`config.mk`:
```
export PLATFORM = sky130hd
export DESIGN_NAME = codec_serial_control
export DESIGN_NICKNAME = d
export VERILOG_FILES = /design/src/rtl/codec_ctl_pkg.sv /design/src/rtl/codec_serial_control.sv
export SDC_FILE = /design/constraint.sdc
export NUM_CORES = 1
export LEC_CHECK = 0
export ABC_CLOCK_PERIOD_IN_PS = 3300
export BUFFER_PORTS_ARGS = -buffer_cell sky130_fd_sc_hd__clkbuf_2
export CAP_MARGIN = 40
export CORE_MARGIN = 2
export CORE_UTILIZATION = 25
export DETAILED_ROUTE_END_ITERATION = 16
export PLACE_DENSITY = 0.4
export SLEW_MARGIN = 20
export SYNTH_ARGS = -nofsm -noshare
export SYNTH_HDL_FRONTEND = slang
export SYNTH_SLANG_ARGS = --single-unit
```
`constraint.sdc`:
```
create_clock -name clk -period 3.3 [get_ports clk]
set_clock_uncertainty 0.15 [all_clocks]
set_input_delay 0.165 -clock clk [delete_from_list [all_inputs] [get_ports clk]]
set_output_delay 0.165 -clock clk [all_outputs]
set_load 0.05 [all_outputs]
```
`src/rtl/codec_ctl_pkg.sv`:
```
// constants and types for the codec serial control block
// Overview of operation
// - select, clock, data in configure; three-state data out returns results
// - with select low, data in sampled on each rising serial clock
// - first 1 bit after chip select falls is bit 7 of control byte
// - zero bits before the start bit change nothing
// - byte with bit 7 clear ignored unless expected DAC data
// - enable bits act regardless of address bits
// - bit 0 enables the DAC
// - bit 1 enables the ADC
// - bit 2 enables the reference; no effect on supply-reference variant
// - bit 3 set selects continuous conversions until reconfigured or chip select next falls
// - bit 3 clear: one conversion per control word
// - bit 4 routes half supply, else external analog input, to ADC
// - bit 5 addresses ADC; result shifted out after 36us conversion
// - bit 5 clear: ADC keeps power state but never converts
// - bit 6 addresses DAC; following eight bits are DAC data
// - DAC output updates only after eighth data bit, double buffered
// - bit 6 clear: DAC ignores serial data
// - serial output changes on falling serial clock edges
// - chip select high: inputs ignored, data out high impedance
// - chip select rising mid first control byte after select falls forces full shutdown state
// - single mode conversion starts at falling edge of last control bit
`default_nettype none
package codec_ctl_pkg;
    localparam int CLK_MHZ = 250;
    localparam int CONV_TIME_NS = 36000;
    localparam int CONV_CYCLES = CONV_TIME_NS * CLK_MHZ / 1000;
    localparam int BIT_DAC_ON = 0;
    localparam int BIT_ADC_ON = 1;
    localparam int BIT_REF_ON = 2;
    localparam int BIT_REPEAT = 3;
    localparam int BIT_MUX = 4;
    localparam int BIT_ADC_SEL = 5;
    localparam int BIT_DAC_SEL = 6;
    localparam int BIT_START = 7;
    localparam logic [2:0] LAST_BIT = 3'h7;
    localparam logic [7:0] CTRL_RESET = 8'h00;

    typedef struct packed {
        logic dacSelectBit;
        logic adcSelectBit;
        logic inputMuxBit;
        logic repeatModeBit;
        logic referenceOnBit;
        logic adcOnBit;
        logic dacOnBit;
    } ctrl_t;

    typedef struct packed {
        logic csN;
        logic sclk;
        logic din;
    } serial_in_t;

    typedef enum logic [3:0] {
        ST_HUNT = 4'h1,
        ST_CTRL = 4'h2,
        ST_DATA = 4'h4,
        ST_IDLE = 4'h8
    } rx_state_t;
endpackage
`default_nettype wire

```
`src/rtl/codec_serial_control.sv`:
```
// serial control logic of the 8-bit ADC and DAC codec
`default_nettype none
module codec_serial_control
    import codec_ctl_pkg::*;
#(
    parameter int CONV_COUNT = CONV_CYCLES,
    parameter bit SUPPLY_REF = 1'b0
) (
    input wire logic clk,
    input wire logic rst,
    input wire serial_in_t serIn,
    output logic doutO,
    output logic doutOeN,
    output ctrl_t ctrl_r,
    output logic [7:0] dacOut_r,
    output logic convBusy_r,
    input wire logic [7:0] adcResult
);
    // two-flop synchronisers; stage one read only by stage two
    serial_in_t meta_r, sync_r, prev_r;
    always_ff @(posedge clk) begin
        if (rst) begin
            meta_r <= '{csN: 1'b1, sclk: 1'b0, din: 1'b0};
            sync_r <= '{csN: 1'b1, sclk: 1'b0, din: 1'b0};
            prev_r <= '{csN: 1'b1, sclk: 1'b0, din: 1'b0};
        end else begin
            meta_r <= serIn;
            sync_r <= meta_r;
            prev_r <= sync_r;
        end
    end

    logic active, sclkRise, sclkFall, csFall, csRise;
    assign active = !sync_r.csN;
    assign sclkRise = active && sync_r.sclk && !prev_r.sclk;
    assign sclkFall = active && !sync_r.sclk && prev_r.sclk;
    assign csFall = !sync_r.csN && prev_r.csN;
    assign csRise = sync_r.csN && !prev_r.csN;

    rx_state_t state_r;
    logic [2:0] bitCnt_r;
    logic [7:0] shift_r;
    logic [7:0] byteIn;
    logic byteDone;
    assign byteIn = {shift_r[6:0], sync_r.din};
    assign byteDone = sclkRise && bitCnt_r == LAST_BIT;
    logic ctrlDone;
    // byte-aligned after the first control word; bit 7 marks a new one
    assign ctrlDone = byteDone && (state_r == ST_CTRL
                      || (state_r == ST_IDLE && byteIn[BIT_START]));

    // pending conversion start, taken on the falling edge after the byte
    logic startPend_r, contOn_r;
    logic [7:0] outSh_r;
    logic [2:0] outCnt_r;
    logic outValid_r;
    logic [$clog2(CONV_COUNT+1)-1:0] convCnt_r;

    always_ff @(posedge clk) begin
        if (rst) begin
            state_r <= ST_HUNT;
            bitCnt_r <= 3'h0;
            shift_r <= 8'h00;
        end else if (csFall) begin
            state_r <= ST_HUNT;
            bitCnt_r <= 3'h0;
        end else if (sclkRise) begin
            case (state_r)
                ST_HUNT: begin
                    // zeros before start leave framing alone
                    if (sync_r.din) begin
                        state_r <= ST_CTRL;
                        bitCnt_r <= 3'h1;
                        shift_r <= 8'h01;
                    end
                end
                ST_IDLE: begin
                    // cleared-msb bytes pass through unused
                    shift_r <= byteIn;
                    bitCnt_r <= bitCnt_r + 3'h1;
                    if (ctrlDone && byteIn[BIT_DAC_SEL])
                        state_r <= ST_DATA;
                end
                ST_CTRL, ST_DATA: begin
                    shift_r <= byteIn;
                    bitCnt_r <= bitCnt_r + 3'h1;
                    if (byteDone) begin
                        if (state_r == ST_CTRL && byteIn[BIT_DAC_SEL])
                            state_r <= ST_DATA;
                        else if (state_r == ST_DATA && contOn_r
                                 && ctrl_r.dacSelectBit)
                            state_r <= ST_DATA;
                        else
                            state_r <= ST_IDLE;
                    end
                end
                default: state_r <= ST_HUNT;
            endcase
        end
    end

    // control word register; aborted first control byte forces full shutdown
    always_ff @(posedge clk) begin
        if (rst) begin
            ctrl_r <= ctrl_t'(CTRL_RESET[6:0]);
        end else if (csRise && state_r == ST_CTRL) begin
            ctrl_r <= ctrl_t'(CTRL_RESET[6:0]);
        end else if (ctrlDone) begin
            // enables taken whatever the address bits say
            ctrl_r.dacOnBit <= byteIn[BIT_DAC_ON];
            ctrl_r.adcOnBit <= byteIn[BIT_ADC_ON];
            ctrl_r.referenceOnBit <= SUPPLY_REF ? 1'b0
                                   : byteIn[BIT_REF_ON];
            ctrl_r.repeatModeBit <= byteIn[BIT_REPEAT];
            ctrl_r.inputMuxBit <= byteIn[BIT_MUX];
            ctrl_r.adcSelectBit <= byteIn[BIT_ADC_SEL];
            ctrl_r.dacSelectBit <= byteIn[BIT_DAC_SEL];
        end
    end

    // only a full data byte reaches the dac latch
    always_ff @(posedge clk) begin
        if (rst)
            dacOut_r <= 8'h00;
        else if (byteDone && state_r == ST_DATA)
            dacOut_r <= byteIn;
    end

    // continuous flag cleared when the next frame starts
    always_ff @(posedge clk) begin
        if (rst || csFall)
            contOn_r <= 1'b0;
        else if (ctrlDone)
            contOn_r <= byteIn[BIT_REPEAT] && byteIn[BIT_ADC_SEL];
    end

    always_ff @(posedge clk) begin
        if (rst || csFall)
            startPend_r <= 1'b0;
        else if (ctrlDone)
            startPend_r <= byteIn[BIT_ADC_SEL]
                           && byteIn[BIT_ADC_ON];
        else if (byteDone && state_r == ST_DATA && contOn_r)
            startPend_r <= 1'b1;
        else if (sclkFall)
            startPend_r <= 1'b0;
    end

    logic convStart, convEnd, lastOutFall;
    // single mode: one start per control word
    // continuous mode also restarts on the falling edge of the last result bit
    assign convStart = (startPend_r && sclkFall || lastOutFall && contOn_r)
        && !convBusy_r;
    assign convEnd = convBusy_r && convCnt_r == 1;

    // conversion timed by clk, never by the serial clock
    always_ff @(posedge clk) begin
        if (rst) begin
            convBusy_r <= 1'b0;
            convCnt_r <= '0;
        end else if (convStart) begin
            convBusy_r <= 1'b1;
            convCnt_r <= ($clog2(CONV_COUNT+1))'(CONV_COUNT);
        end else if (convBusy_r) begin
            convCnt_r <= convCnt_r - 1'b1;
            if (convEnd)
                convBusy_r <= 1'b0;
        end
    end

    // output shifter; partial result survives a chip select toggle
    always_ff @(posedge clk) begin
        if (rst) begin
            outSh_r <= 8'h00;
            outCnt_r <= 3'h0;
            outValid_r <= 1'b0;
        end else if (convEnd) begin
            outSh_r <= adcResult;
            outCnt_r <= 3'h0;
            outValid_r <= 1'b1;
        end else if (outValid_r && sclkFall && sync_r.sclk == 1'b0) begin
            outSh_r <= {outSh_r[6:0], 1'b0};
            outCnt_r <= outCnt_r + 3'h1;
            if (outCnt_r == LAST_BIT)
                outValid_r <= 1'b0;
        end
    end

    assign lastOutFall = outValid_r && sclkFall && outCnt_r == LAST_BIT;
    // continuous mode restarts on the last result bit
    logic restart_r;
    always_ff @(posedge clk) begin
        if (rst)
            restart_r <= 1'b0;
        else
            restart_r <= lastOutFall && contOn_r;
    end

    // pin drive; first bit needs no edge, it sits at the msb
    always_ff @(posedge clk) begin
        if (rst) begin
            doutO <= 1'b0;
            doutOeN <= 1'b1;
        end else begin
            doutO <= outValid_r ? outSh_r[7] : 1'b0;
            doutOeN <= sync_r.csN;
        end
    end

    // conversion sequencing
    continuous_restart_a: assert property (
        @(posedge clk) disable iff (rst)
        (restart_r && !$past(convBusy_r))
        |-> convBusy_r)
        else $error("continuous conversion did not restart");

    conv_length_a: assert property (
        @(posedge clk) disable iff (rst)
        $rose(convBusy_r)
        |-> convBusy_r [*8])
        else $error("conversion ended too early");

    start_edge_a: assert property (
        @(posedge clk) disable iff (rst)
        $rose(convBusy_r)
        |-> $past(sclkFall))
        else $error("conversion not started on falling edge");

    single_once_a: assert property (
        @(posedge clk) disable iff (rst)
        (lastOutFall && !contOn_r && !startPend_r && !convBusy_r)
        |=> !convBusy_r)
        else $error("single mode converted again");

    no_addr_conv_a: assert property (
        @(posedge clk) disable iff (rst)
        (ctrlDone && !byteIn[BIT_ADC_SEL])
        |=> !startPend_r)
        else $error("conversion armed without address");

    // result path on the data out pin; state held while deselected
    result_load_a: assert property (
        @(posedge clk) disable iff (rst)
        convEnd
        |=> outValid_r && outSh_r == $past(adcResult))
        else $error("result not loaded at conversion end");

    shift_hold_a: assert property (
        @(posedge clk) disable iff (rst)
        (outValid_r && !sclkFall && !convEnd)
        |=> $stable(outSh_r))
        else $error("result shifted without falling edge");

    hiz_idle_a: assert property (
        @(posedge clk) disable iff (rst)
        sync_r.csN
        |=> doutOeN)
        else $error("data out driven while deselected");

    oe_drive_a: assert property (
        @(posedge clk) disable iff (rst)
        !sync_r.csN
        |=> !doutOeN)
        else $error("data out not driven while selected");

    inactive_hold_a: assert property (
        @(posedge clk) disable iff (rst)
        (sync_r.csN && prev_r.csN)
        |=> $stable(ctrl_r) && $stable(dacOut_r))
        else $error("state changed while deselected");

    // dac latch
    dac_update_a: assert property (
        @(posedge clk) disable iff (rst)
        (dacOut_r != $past(dacOut_r))
        |-> $past(state_r) == ST_DATA)
        else $error("dac updated outside data byte");

    dac_ignore_a: assert property (
        @(posedge clk) disable iff (rst)
        (byteDone && state_r == ST_IDLE)
        |=> $stable(dacOut_r))
        else $error("dac took an unaddressed byte");

    dac_sel_a: assert property (
        @(posedge clk) disable iff (rst)
        (ctrlDone && !csFall && byteIn[BIT_DAC_SEL])
        |=> state_r == ST_DATA)
        else $error("dac address did not expect data");

    // control word fields
    dac_on_a: assert property (
        @(posedge clk) disable iff (rst)
        (ctrlDone && byteIn[BIT_DAC_ON])
        |=> ctrl_r.dacOnBit)
        else $error("dac enable not taken");

    adc_on_a: assert property (
        @(posedge clk) disable iff (rst)
        (ctrlDone && byteIn[BIT_ADC_ON])
        |=> ctrl_r.adcOnBit)
        else $error("adc enable not taken");

    enable_free_a: assert property (
        @(posedge clk) disable iff (rst)
        (ctrlDone && !byteIn[BIT_ADC_SEL] && !byteIn[BIT_DAC_SEL]
         && byteIn[BIT_ADC_ON])
        |=> ctrl_r.adcOnBit)
        else $error("enable ignored without address");

    ref_on_a: assert property (
        @(posedge clk) disable iff (rst)
        (ctrlDone && byteIn[BIT_REF_ON] && !SUPPLY_REF)
        |=> ctrl_r.referenceOnBit)
        else $error("reference enable not taken");

    repeat_bit_a: assert property (
        @(posedge clk) disable iff (rst)
        (ctrlDone && byteIn[BIT_REPEAT])
        |=> ctrl_r.repeatModeBit)
        else $error("conversion mode not taken");

    mux_bit_a: assert property (
        @(posedge clk) disable iff (rst)
        (ctrlDone && byteIn[BIT_MUX])
        |=> ctrl_r.inputMuxBit)
        else $error("mux select not taken");

    abort_shut_a: assert property (
        @(posedge clk) disable iff (rst)
        (csRise && state_r == ST_CTRL)
        |=> ctrl_r == '0)
        else $error("aborted control byte did not shut down");

    // framing
    zero_lead_a: assert property (
        @(posedge clk) disable iff (rst)
        (state_r == ST_HUNT && sclkRise && !sync_r.din && !csFall)
        |=> state_r == ST_HUNT && $stable(ctrl_r))
        else $error("leading zero changed state");

    lead_one_a: assert property (
        @(posedge clk) disable iff (rst)
        (state_r == ST_HUNT && sclkRise && sync_r.din && !csFall)
        |=> state_r == ST_CTRL && bitCnt_r == 3'h1)
        else $error("start bit not taken as bit 7");

    bit_count_a: assert property (
        @(posedge clk) disable iff (rst)
        (sclkRise && state_r == ST_CTRL && !csFall)
        |=> bitCnt_r == $past(bitCnt_r) + 3'h1)
        else $error("control bit not counted");

    frame_clear_a: assert property (
        @(posedge clk) disable iff (rst)
        csFall
        |=> state_r == ST_HUNT && bitCnt_r == 3'h0)
        else $error("framing not cleared");
endmodule
`default_nettype wire

```
* Word-level counts from Yosys, hierarchy flattened
Cells that the tools add are included.
** Storage, ports and cells
- Bits in registers :: 67
- Input bits :: 13
- Output and inout bits :: 18
- Logic and storage cells :: 116
** Operators by class
- $add $sub $neg :: 3
- Equal/unequal tests :: 10
- Mux-type cells :: 23
- Bitwise logic cells :: 3
- Reductions and logical operators :: 49
** Operators by type and width (count)
- $mux W14 :: 2
- $logic_and A1 B1 Y1 :: 25
- $mux W4 :: 5
- $mux W8 :: 2
- $eq A14 B1 Y1 const B :: 1
- $pmux W7 S2 :: 1
- $sub A14 B1 Y14 const B :: 1
- $pmux W4 S3 :: 1
- $reduce_or A2 Y1 :: 6
- $mux W1 :: 9
- $reduce_and A4 Y1 :: 2
- $reduce_bool A2 Y1 :: 4
- $mux W7 :: 1
- $add A3 B1 Y3 const B :: 2
- $eq A3 B3 Y1 const B :: 2
- $pmux W3 S2 :: 1
- $logic_not A1 Y1 :: 5
- $eq A4 B1 Y1 const B :: 1
- $eq A4 B2 Y1 const B :: 1
- $eq A4 B3 Y1 const B :: 1
- $eq A4 B4 Y1 const B :: 1
- $ne A2 B2 Y1 const B :: 2
- $logic_or A1 B1 Y1 :: 3
- $mux W3 :: 1
- other kinds (6) :: 8

* Logic depth before layout (Yosys ltp)
Gate-level depths: netlist (run 1).
- Depth in word-level cells :: 9
- Depth in mapped cells :: 8
- Mapped depth without buffers :: 6

* Least setup slack after synthesis (run 1)
OpenSTA, ideal clock, no wires.
- Kind :: reg2reg
- Start point :: register convBusy_r
- End point :: register outSh_r[7]
- Setup time :: 0.133 ns
- Arrival time :: 2.299 ns
- Required time :: 3.017 ns
- Slack :: 0.718 ns
- Cell stages (with the launch flop) :: 9
- Path buffers :: 4
- Clock period less this slack :: 2.582 ns
- Cells stage by stage :: dfxtp_1 > buf_6 > or4b_1 > buf_2 > or4_4 > buf_6 > buf_8 > nor2_1 > a211oi_2
** On the way
- Word-level cells in the longest chain between the ends :: 2
- Elaborated cells on any way between the ends :: 3
- Classes of those cells :: mux (1); reduce/logical (2)
** RTL lines
- from (decl) :: RTL line codec_serial_control.sv:16 : output logic convBusy_r,
- from (signal assigned) :: RTL line codec_serial_control.sv:159 : convBusy_r <= 1'b0;
- from (signal assigned) :: RTL line codec_serial_control.sv:162 : convBusy_r <= 1'b1;
- from (signal assigned) :: RTL line codec_serial_control.sv:167 : convBusy_r <= 1'b0;
- $logic_and A1 B1 Y1 * :: RTL line codec_serial_control.sv:154 : assign convEnd = convBusy_r && convCnt_r == 1;
- $mux W8 or $reduce_bool A2 Y1 (tied branches)
- to (signal assigned) :: RTL line codec_serial_control.sv:178 : outSh_r <= adcResult;
- to (signal assigned) :: RTL line codec_serial_control.sv:182 : outSh_r <= {outSh_r[6:0], 1'b0};
- to (decl) :: RTL line codec_serial_control.sv:54 : logic [7:0] outSh_r;
Every way passes the cells marked *; elsewhere a longest branch is shown, timed or not.
A chain may end at the register's enable or synchronous reset.

* Worst setup path after layout (run 1)
- Start point :: register convBusy_r
- End point :: register outSh_r[5]
The elaborated chain is that of the path after synthesis.

==> results of run 1 <==
==> worst min-delay path by stage <==
| stage | cells after the start | start | end |
|---|---|---|---|
| 6_report | 1 | meta_r[2]$_SDFF_PP1_ | sync_r[2]$_SDFF_PP1_ |
| 5_1_grt | 1 | meta_r[2]$_SDFF_PP1_ | sync_r[2]$_SDFF_PP1_ |
| 4_1_cts | 2 | outSh_r[7]$_SDFFE_PP0P_ | doutO$_SDFF_PP0_ |
| 3_5_place_dp | 2 | serIn[2] | meta_r[2]$_SDFF_PP1_ |
| 3_3_place_gp | 2 | serIn[2] | meta_r[2]$_SDFF_PP1_ |
| 2_1_floorplan | 1 | serIn[2] | meta_r[2]$_SDFF_PP1_ |
==> metrics by stage <==
stage	area, um2	std cells	utilization [%]
6_report	3580	498	31.5
5_1_grt	3580	498	31.5
4_1_cts	3570	497	31.4
3_5_place_dp	3170	470	27.9
3_3_place_gp	3170	470	27.9
2_1_floorplan	2910	310	-
==> sequential cells by signal (all words and copies together) (netlist names) <==
name,count
byteIn,1
bitCnt_r,3
startPend_r,1
dacOut_r,8
outCnt_r,3
prev_r,1
meta_r,3
convCnt_r,14
state_r,4
ctrl_r,7
doutOeN,1
shift_r,7
doutO,1
outValid_r,1
convBusy_r,1
sync_r,2
outSh_r,8
contOn_r,1
==> layout by cell type, fill, tap and decap left out, drive strengths merged, types with 2 or more instances in the layout <==
master,n
a211oi,13
a21oi,14
a22o,2
a311oi,2
buf,3
clkbuf,45
dfxtp,67
dlygate4sd3,11
ha,6
inv,4
mux2i,27
nand2,12
nand2b,4
nand3,11
nor2,48
nor2b,8
nor3,15
nor3b,2
nor4,4
nor4b,3
o21ai,11
o22ai,2
or2,5
or3,4
or3b,2
or4,3
or4b,2
xnor2,6
xor2,4
==> cell usage after synthesis, drive strengths merged, types with 5 or more instances <==
cell type	instances
nand3	11
buf	7
a21oi	14
nor2	48
nor3	15
clkbuf	9
mux2i	27
nor2b	8
nand2	12
a211oi	13
xnor2	6
dfxtp	67
o21ai	11
ha	6
or2	5
==> timing repair <==
item,CTS,global route
resized for setup,0,0
endpoints found under the hold margin,11,0
hold buffers,11,0
==> layer usage <==
| layer | global-route usage, % | vias up | share of wire [%] |
|---|---|---|---|
| met2 | 17.6 | 39 | 46 |
| li1 | - | 1192 | - |
| met3 | 4.19 | 12 | 3.8 |
| met4 | 5.10 | 0 | 2.0 |
| met1 | 13.7 | 1071 | 48 |
| met5 | 0 | - | 0 |
==> worst register-to-register path, stage by stage, from the launching register on <==
cell	delay (ns)
dfxtp_1	0.53
or4b_1	0.65
or4_4	0.68
nor2_1	0.18
a211oi_2	0.06
==> cell families after synthesis <==
group                    after synthesis
XOR/XNOR                              10
flip-flops                            67
AND/OR/NAND/NOR                      127
buffers and inverters                 20
AO/OA/AOI/OAI                         52
adder cells (fa/ha/maj)                6
multiplexers                          28
==> final cells by class <==
type	instances	area share (%)
Tap cell	143	5.00
Clock inverter	2	0.979
Timing Repair Buffer	45	8.04
Multi-Input combinational cell	223	41.0
Clock buffer	14	7.10
Sequential cell	67	37.5
Inverter	4	0.420
==> power groups by stage <==
stage / sequential (mW) / combinational [mW] / clock [mW]
after floorplan: 0.834 / 0.0200 / 0
after global placement: 0.834 / 0.0364 / 0
after detailed placement: 0.834 / 0.0362 / 0
after CTS: 0.817 / 0.0466 / 0.984
after global routing: 0.817 / 0.0503 / 1.02
final: 0.817 / 0.0450 / 0.942
==> results.md, run 1 <==
* Tcrit/Tclk final at about 70%
* Largest net degree at the start of global routing at 31
* DR iter-0 viols at 57
* Area used by multi-input combinational logic at 0.00147 mm2
* Crit end category: flip-flop
* Minimum clock period at about 2.4 ns
* RSZ-0062 raised after global routing: no
* Synth area leaders: dfxtp_1 (46%), mux2i_1 (9.3%), nor2_1 (6.2%)
* Core ar. at around 0.011 mm2
* Worst setup path endpoint: outSh_r[5]$_SDFFE_PP0P_
* Outcome: finished clean
* Stages on worst setup path at 4
* Setup-failing EPs final at 0
* Worst-Margin Slew at around 0.96 ns
* Synth Area in Compound Gates at 12.8%
* Predominant post-synthesis flop cell: dfxtp_1
* Class of the most critical setup path: flip-flop to flip-flop
* Worst-skew pair later-pin latency at ~0.33 ns
* WL per Instance at 13.1 um
* Slowest stage delay, CP at between 0.6 and 0.7 ns
* Post-synth EDFFs at 0
* Syn Inst Count at 310
* Logic pwr share at roughly 2.5%
* P_leak at around 1.5 nW
* Setup ws final at roughly 0.94 ns
* Max_cap viols at 0
* Synth Warn # at 0
* I/O pin total at 31
* Flip-flop and latch area at 0.00134 mm2
* Synth Cell Area at 0.00291 mm2
* CTS Root Cell: clkbuf_16
* Highest Clock Rate at 425 MHz
* Residual DRC at 0
* Max Slew Vio Count at 0
* Via count at around 2300
* H-tree Lvls at 3
* Pre-Repair DR Iteration Count at 6
* GR Overflow Total at 0
* Critical path's slowest cell: or4_4
* Clock share of power at a little over half
* TritonCTS Buffers at 9
* Syn Nets at around 330
* Clock Pin Slew Worst Setup and Hold Paths at 0.05 ns
* Adder-cell share of the synthesized area at roughly 2.6%
* Post-DP HPWL at roughly 4500 um
* ANT cells at 0
* Vias in the first global route at ~2200
* Core Rows at 39
* Worst path bufs/invs at 0
* Post-synth cell types at 47
* Routed wire length at 6520 um
* DIE WIDTH at roughly 110 um
* Switch share at roughly 20%
* Part of the power in registers at about 45%
* Final #Nets at ~370
* Worst r2r src: convBusy_r$_SDFF_PP0_
* Setup TNS Final at 0 ns
* Total die area at about 0.013 mm2
* Drt via density at about 4.6
* Mux cell area share after synthesis at between 9 and 10%
* R2R cell count at 4
* Share of layout cells above drive strength 1 at approximately 18%
* Pwr dens at roughly 500 mW/mm2
* Vert. Die Dim at approximately 110 um
* First-pass GRT wire length at between 10000 and 15000 um
* Worst Path Max Fanout at 16
* CTS tree: built
* Largest family of logic cells by synthesized area: simple AND/OR/NAND/NOR gates
* Area grow syn2layout at 23.0%
* Final Hold Viols at 0
* XOR/XNOR Fraction of Synth Area at 3.01%
* Clock buffer depth at 2
* Net Sw Power at roughly 0.37 mW
* Max_slew headroom at about 36%
* Max VDD drop at around 0.24 mV
* Asr flop ratio synth at 0%
* Reg-to-reg endpoint: outSh_r[5]$_SDFFE_PP0P_
* Sink Count at 67
* Postcts setup bufs at 0
* Internal Pwr Total at roughly 1.4 mW
* Simple-Gate Fraction of Synth Area at between 20 and 25%
* Cell taking the most area after synthesis: dfxtp_1
* Total global-route track usage at 11.2%
* DP Worst Slack at about 0.90 ns
* WP data required at approximately 3.4 ns
* Register-to-register path setup slack at 0.94 ns
* Filler instances at between 1000 and 1500
* Synth top area share at between 40% and 50%
* Crit path DAT at 2.42 ns
* Final ANT Viol Nets at 0
* Critical Path Source: convBusy_r$_SDFF_PP0_
* I/O Buffers at 30
* Starting density of the core at roughly a quarter
* Worst hold slack at approximately 0.28 ns
* Tot Pwr at 1.80 mW
* Initial antenna violation count at 0
* GPL Wtd Cong at approximately 0.77
* Setup crit start kind: flip-flop
* CP Cell Sequence: or4b_1 > or4_4 > nor2_1 > a211oi_2
* Min-delay worst type: flip-flop to flip-flop
* Sequential-to-total area share from yosys stat at between 40% and 50%
* Critical path's top delay family: simple AND/OR/NAND/NOR gates
* Register bit total from synthesis at 67
* Syn avg cell area at 9.38 um2
(Power assumes the default switching activity.)
==> run 2: changes to the inputs <==
ABC_CLOCK_PERIOD_IN_PS = 2100   (was 3300)
PLACE_DENSITY = 0.41   (was 0.4)
clock period = 2.1 ns   (was 3.3 ns; I/O delays follow)
==> run 2 against run 1 <==
  * Count of clock-buffer cells in the layout did not move
  * Final cell count increased by 4.2%
  * Routed wire length grew 1.7%
  * Sequential share of layout area fell by 2.0 points
  * Clock power rose by 59%
  * Critical path depth did not move
  * Flip-flop and latch count unchanged
  * Highest routed layer unchanged
==> results.md, run 2 (synthesis results as in run 1) <==
* Setup crit start kind: flip-flop
* Biggest regs: convCnt_r (14), dacOut_r (8), outSh_r (8)
* Initial antenna violation count at 0
* Pre-Repair DR Iteration Count at 4
* Clock share of power at a little over half
* Crit end category: flip-flop
* Vias in the first global route at ~2400
* Worst r2r src: convCnt_r[3]$_SDFFE_PP0P_
* Clock Pin Slew Worst Setup and Hold Paths at 0.05 ns
* GPL Wtd Cong at 0.735
* Switch share at 19.7%
* Post-DP HPWL at ~4700 um
* Max_slew headroom at between 60 and 70%
* Worst-Margin Slew at between 0.5 and 0.6 ns
* Outcome: finished clean
* Critical Path Source: convCnt_r[3]$_SDFFE_PP0P_
* GR Overflow Total at 0
* Highest Clock Rate at about 500 MHz
* Drt via density at approximately 4.6
* DR iter-0 viols at between 60 and 70
* Placed inst area at ~0.0033 mm2
* CTS Root Cell: clkbuf_16
* Area grow syn2layout at 30.2%
* Min-delay worst type: flip-flop to flip-flop
* Worst hold slack at 0.258 ns
* Class of the most critical setup path: flip-flop to flip-flop
* Part of the power in registers at between 40% and 50%
* Core Rows at 39
* Residual DRC at 0
* Most frequent cells in the layout: dfxtp_1 (66), nor2_1 (47), clkbuf_2 (30)
* Total die area at roughly 0.013 mm2
* Max Slew Vio Count at 0
* Setup-failing EPs final at 0
* Sink Count at between 60 and 70
* Layout Cells excl Fill at just over 500
* Max_cap viols at 0
* Logic pwr share at 2.6%
* DIE WIDTH at between 100 and 150 um
* WP data required at about 2.2 ns
* Internal Pwr Total at 2.29 mW
* Pwr dens at 755 mW/mm2
* Core ar. at approximately 0.011 mm2
* Max reg flops at 14
* WL per Instance at 12.8 um
* P_leak at roughly 1.6 nW
* RSZ-0062 raised after global routing: no
* Commonest non-fill, non-tap cell in the layout: dfxtp_1
* Clock buffer depth at 2
* Via count at 2386
* Largest net degree at the start of global routing at 28
* Fin area at about 0.0038 mm2
* CTS tree: built
* Final ANT Viol Nets at 0
* Hold path start: meta_r[2]$_SDFF_PP1_
* Total global-route track usage at between 10% and 20%
* First-pass GRT wire length at about 11000 um
* Share of layout cells above drive strength 1 at between 20% and 30%
* Starting density of the core at about a quarter
* Minimum clock period at approximately 2 ns
* Cell count after placement at 490
* Crit path DAT at 2.06 ns
* Setup ws final at between 0.08 and 0.09 ns
* TritonCTS Buffers at 9
* I/O pin total at 31
* Largest Register: convCnt_r
* Worst Path Max Fanout at 8
* Worst-skew pair later-pin latency at ~0.33 ns
* H-tree Lvls at 3
* Final #Nets at between 300 and 400
* Max VDD drop at roughly 0.44 mV
* I/O Buffers at 30
* Net Sw Power at roughly 0.56 mW
* Vert. Die Dim at approximately 110 um
* Final Hold Viols at 0
* Routed wire length at roughly 6600 um
* Util after Layout at ~33%
* Tcrit/Tclk final at ~96%
* ANT cells at 0
* DP Worst Slack at 0.0213 ns
==> run 2: worst paths after layout <==
check | depth (start not counted) | end | slack, ns
worst max-delay path | 4 | outSh_r[2]$_SDFFE_PP0P_ | 0.09
worst min-delay path | 1 | sync_r[2]$_SDFF_PP1_ | 0.26
worst max register to register | 4 | outSh_r[2]$_SDFFE_PP0P_ | 0.09
worst min register to register | 1 | sync_r[2]$_SDFF_PP1_ | 0.26
==> run 2: layout make-up <==
class | count | area (um2)
Sequential cell | 67 | 1350
Clock buffer | 14 | 264
Inverter | 4 | 15.0
Tap cell | 143 | 179
Multi-Input combinational cell | 224 | 1510
Clock inverter | 2 | 35.0
Timing Repair Buffer | 65 | 443
Fill cell | 1192 | 7580
==> run 2: critical path, cell delays in order, from the launching register on <==
cell,delay [ns]
dfxtp_1,0.33
or4b_4,0.59
or4_4,0.61
nor2_1,0.15
a211oi_2,0.06
==> run 2: metrics by stage <==
| step | total power, mW | setup TNS (ns) |
|---|---|---|
| 2_1_floorplan | 1.34 | -1.11 |
| 3_3_place_gp | 1.37 | 0 |
| 3_5_place_dp | 1.37 | 0 |
| 4_1_cts | 2.93 | 0 |
| 5_1_grt | 2.99 | 0 |
| 6_report | 2.86 | 0 |
==> run 2: power groups by stage <==
stage          combinational, mW  clock, mW  sequential [mW]
6_report                  0.0746       1.50             1.28
5_1_grt                   0.0835       1.62             1.28
4_1_cts                   0.0763       1.57             1.28
3_5_place_dp              0.0589          0             1.31
3_3_place_gp              0.0597          0             1.31
2_1_floorplan             0.0315          0             1.31
==> run 2: what timing repair did <==
action / 4_1_cts / 5_1_grt
setup buffers: 0 / 0
resized for setup: 0 / 4
endpoints found under the hold margin: 12 / 0
setup endpoints to repair: 0 / 17
hold buffers: 12 / 0
==> run 2: metal layers <==
metal / share of wire, % / GRT usage [%] / up-vias
met5: 0 / 0 / -
met4: 0.74 / 2.47 / 0
met3: 4.3 / 5.23 / 6
met2: 48 / 19.5 / 30
met1: 47 / 12.9 / 1113
li1: - / - / 1237
==> run 3: changes to the inputs <==
ABC_CLOCK_PERIOD_IN_PS = 1900   (was 2100)
PLACE_DENSITY = 0.4   (was 0.41)
clock period = 1.9 ns   (was 2.1 ns; I/O delays follow)
==> run 3 against run 2 <==
  * The run now ends with setup timing left
  * Design area is 8.2% higher
  * Combinational power rose by 37%
  * Flip-flop and latch count stayed put
  * Core utilization rose by 2.7 points
  * Largest cell class unchanged
  * Non-clock buffer count up 24
  * Sequential share of layout area fell by 2.6 points
  * Clock power is 10% higher
  * Sequential power grew 11%
  * Final cell count increased by 4.6%
  * Critical path depth unchanged
==> results.md, run 3 (synthesis results as in run 1) <==
* GPL Wtd Cong at approximately 0.75
* Cell count after placement at approximately 510
* Largest net degree at the start of global routing at 24
* Clock buffer depth at 2
* Most frequent cells in the layout: dfxtp_1 (64), buf_4 (43), nor2_1 (39)
* Hold path start: meta_r[2]$_SDFF_PP1_
* Worst r2r src: convCnt_r[12]$_SDFFE_PP0P_
* CP Cell Sequence: or4_4 > or4_4 > nor2_2 > a211oi_2
* Share of layout cells above drive strength 1 at 34.0%
* Worst-Margin Slew at roughly 0.55 ns
* Max VDD drop at just under 0.4 mV
* Via count at between 2000 and 2500
* Tcrit/Tclk final at 105%
* DP Worst Slack at -0.162 ns
* I/O pin total at 31
* Total die area at 0.0125 mm2
* Total global-route track usage at about an eighth
* Vert. Die Dim at roughly 110 um
* Final #Nets at between 400 and 500
* Setup ws final at -0.0862 ns
* Critical path's slowest cell: or4_4
* Crit end category: flip-flop
* Highest Clock Rate at approximately 500 MHz
* Final Hold Viols at 0
* Setup crit start kind: flip-flop
* WL per Instance at approximately 13 um
* Clock Pin Slew Worst Setup and Hold Paths at about 0.05 ns
* Starting density of the core at 25.6%
* WP data required at 1.96 ns
* DIE WIDTH at between 100 and 150 um
* First-pass GRT wire length at between 10000 and 15000 um
* Layout Cells excl Fill at approximately 540
* Core Rows at 39
* TritonCTS Buffers at 9
* Biggest regs: convCnt_r (14), dacOut_r (8), outSh_r (8)
* Max reg flops at 14
* CTS Root Cell: clkbuf_16
* ANT cells at 0
* Pwr dens at about 770 mW/mm2
* Outcome: finished, violations left
* Worst hold slack at between 0.2 and 0.3 ns
* Register-to-register path setup slack at -0.09 ns
* P_leak at 1.76 nW
* Minimum clock period at 1.99 ns
* Slowest stage delay, CP at around 0.65 ns
* Setup-failing EPs final at 9
* Area grow syn2layout at 40.8%
* Max Slew Vio Count at 0
* Worst-skew pair later-pin latency at 0.33 ns
* Most Frequent Cell on Critical Path: or4_4
* Sink Count at 67
* Post-DP HPWL at ~4900 um
* Filler instances at 1170
* Reg-to-reg endpoint: outSh_r[4]$_SDFFE_PP0P_
* Final ANT Viol Nets at 0
* RSZ-0062 raised after global routing: yes
* Drt via density at 4.57
* GR Overflow Total at 0
* Pre-Repair DR Iteration Count at 4
* Routed wire length at just over 7000 um
* R2R cell count at 4
* Worst Hold Endpoint: sync_r[2]$_SDFF_PP1_
* Max_slew headroom at 63.0%
* Class of the most critical setup path: flip-flop to flip-flop
* CTS tree: built
* Failing checks: setup timing
* Worst Path Max Fanout at 8
* Residual DRC at 0
* Commonest non-fill, non-tap cell in the layout: dfxtp_1
* Vias in the first global route at 2531
* Initial antenna violation count at 0
* Crit path DAT at about 2.1 ns
* Worst Hold Depth at 1
* I/O Buffers at 30
* DR iter-0 viols at between 100 and 150
* H-tree Lvls at 3
* Core ar. at ~0.011 mm2
* Min-delay worst type: flip-flop to flip-flop
* Max_cap viols at 0
* Largest Register: convCnt_r
[run 3: how the worst max path moves through the flow]
stage / start / to / slack, ns
3_3_place_gp: convCnt_r[8]$_SDFFE_PP0P_ / outSh_r[4]$_SDFFE_PP0P_ / -0.14
5_1_grt: convCnt_r[12]$_SDFFE_PP0P_ / outSh_r[2]$_SDFFE_PP0P_ / -0.13
4_1_cts: convCnt_r[3]$_SDFFE_PP0P_ / outSh_r[2]$_SDFFE_PP0P_ / -0.10
6_report: convCnt_r[12]$_SDFFE_PP0P_ / outSh_r[4]$_SDFFE_PP0P_ / -0.09
3_5_place_dp: convCnt_r[8]$_SDFFE_PP0P_ / outSh_r[6]$_SDFFE_PP0P_ / -0.16
2_1_floorplan: convBusy_r$_SDFF_PP0_ / outSh_r[7]$_SDFFE_PP0P_ / -0.34
[run 3: through the flow]
step,instance area [um2],power [mW],utilization (%),setup TNS [ns]
after floorplan,2940,1.48,-,-4.38
after global placement,3500,1.53,30.8,-0.976
after detailed placement,3500,1.52,30.8,-1.18
after CTS,3970,3.22,35.0,-0.745
after global routing,4100,3.28,36.0,-1.04
final,4100,3.17,36.0,-0.653
[run 3: area by class of cell]
class	instances	area [um2]	area share [%]
multi-input combinational	224	1610	39.3
inverter	4	15.0	0.367
sequential	67	1350	32.9
clock inverter	5	52.6	1.28
tap	143	179	4.37
clock buffer	11	243	5.93
timing repair buffer	89	648	15.8
[run 3: layer usage]
layer	up-vias	track usage (%)	share of wire [%]
li1	1277	-	-
met5	-	0	0
met4	0	4.44	1.2
met3	10	3.70	3.9
met2	32	20.3	47
met1	1160	14.4	48
[run 3: critical path: cells and delay by family, from the launching register on]
kind	cells	cell delay (ns)
compound gates	1	0.05
simple gates	3	1.35
flops	1	0.32
[run 3: what timing repair did]
| item | CTS | global route |
|---|---|---|
| gates cloned | 1 | 0 |
| gates resized for setup | 10 | 21 |
| pin swaps | 3 | 8 |
| hold buffers | 14 | 0 |
| hold endpoints to repair | 12 | 0 |
| buffers inserted | 0 | 3 |
| endpoints found under the setup margin | 11 | 39 |
[run 3: power by group]
group / total, mW / switching (mW) / leakage (nW) / internal (mW)
sequential: 1.42 / 0.00450 / 0.543 / 1.41
combinational: 0.102 / 0.0513 / 1.08 / 0.0505
clock: 1.65 / 0.611 / 0.145 / 1.04
total: 3.17 / 0.667 / 1.76 / 2.51
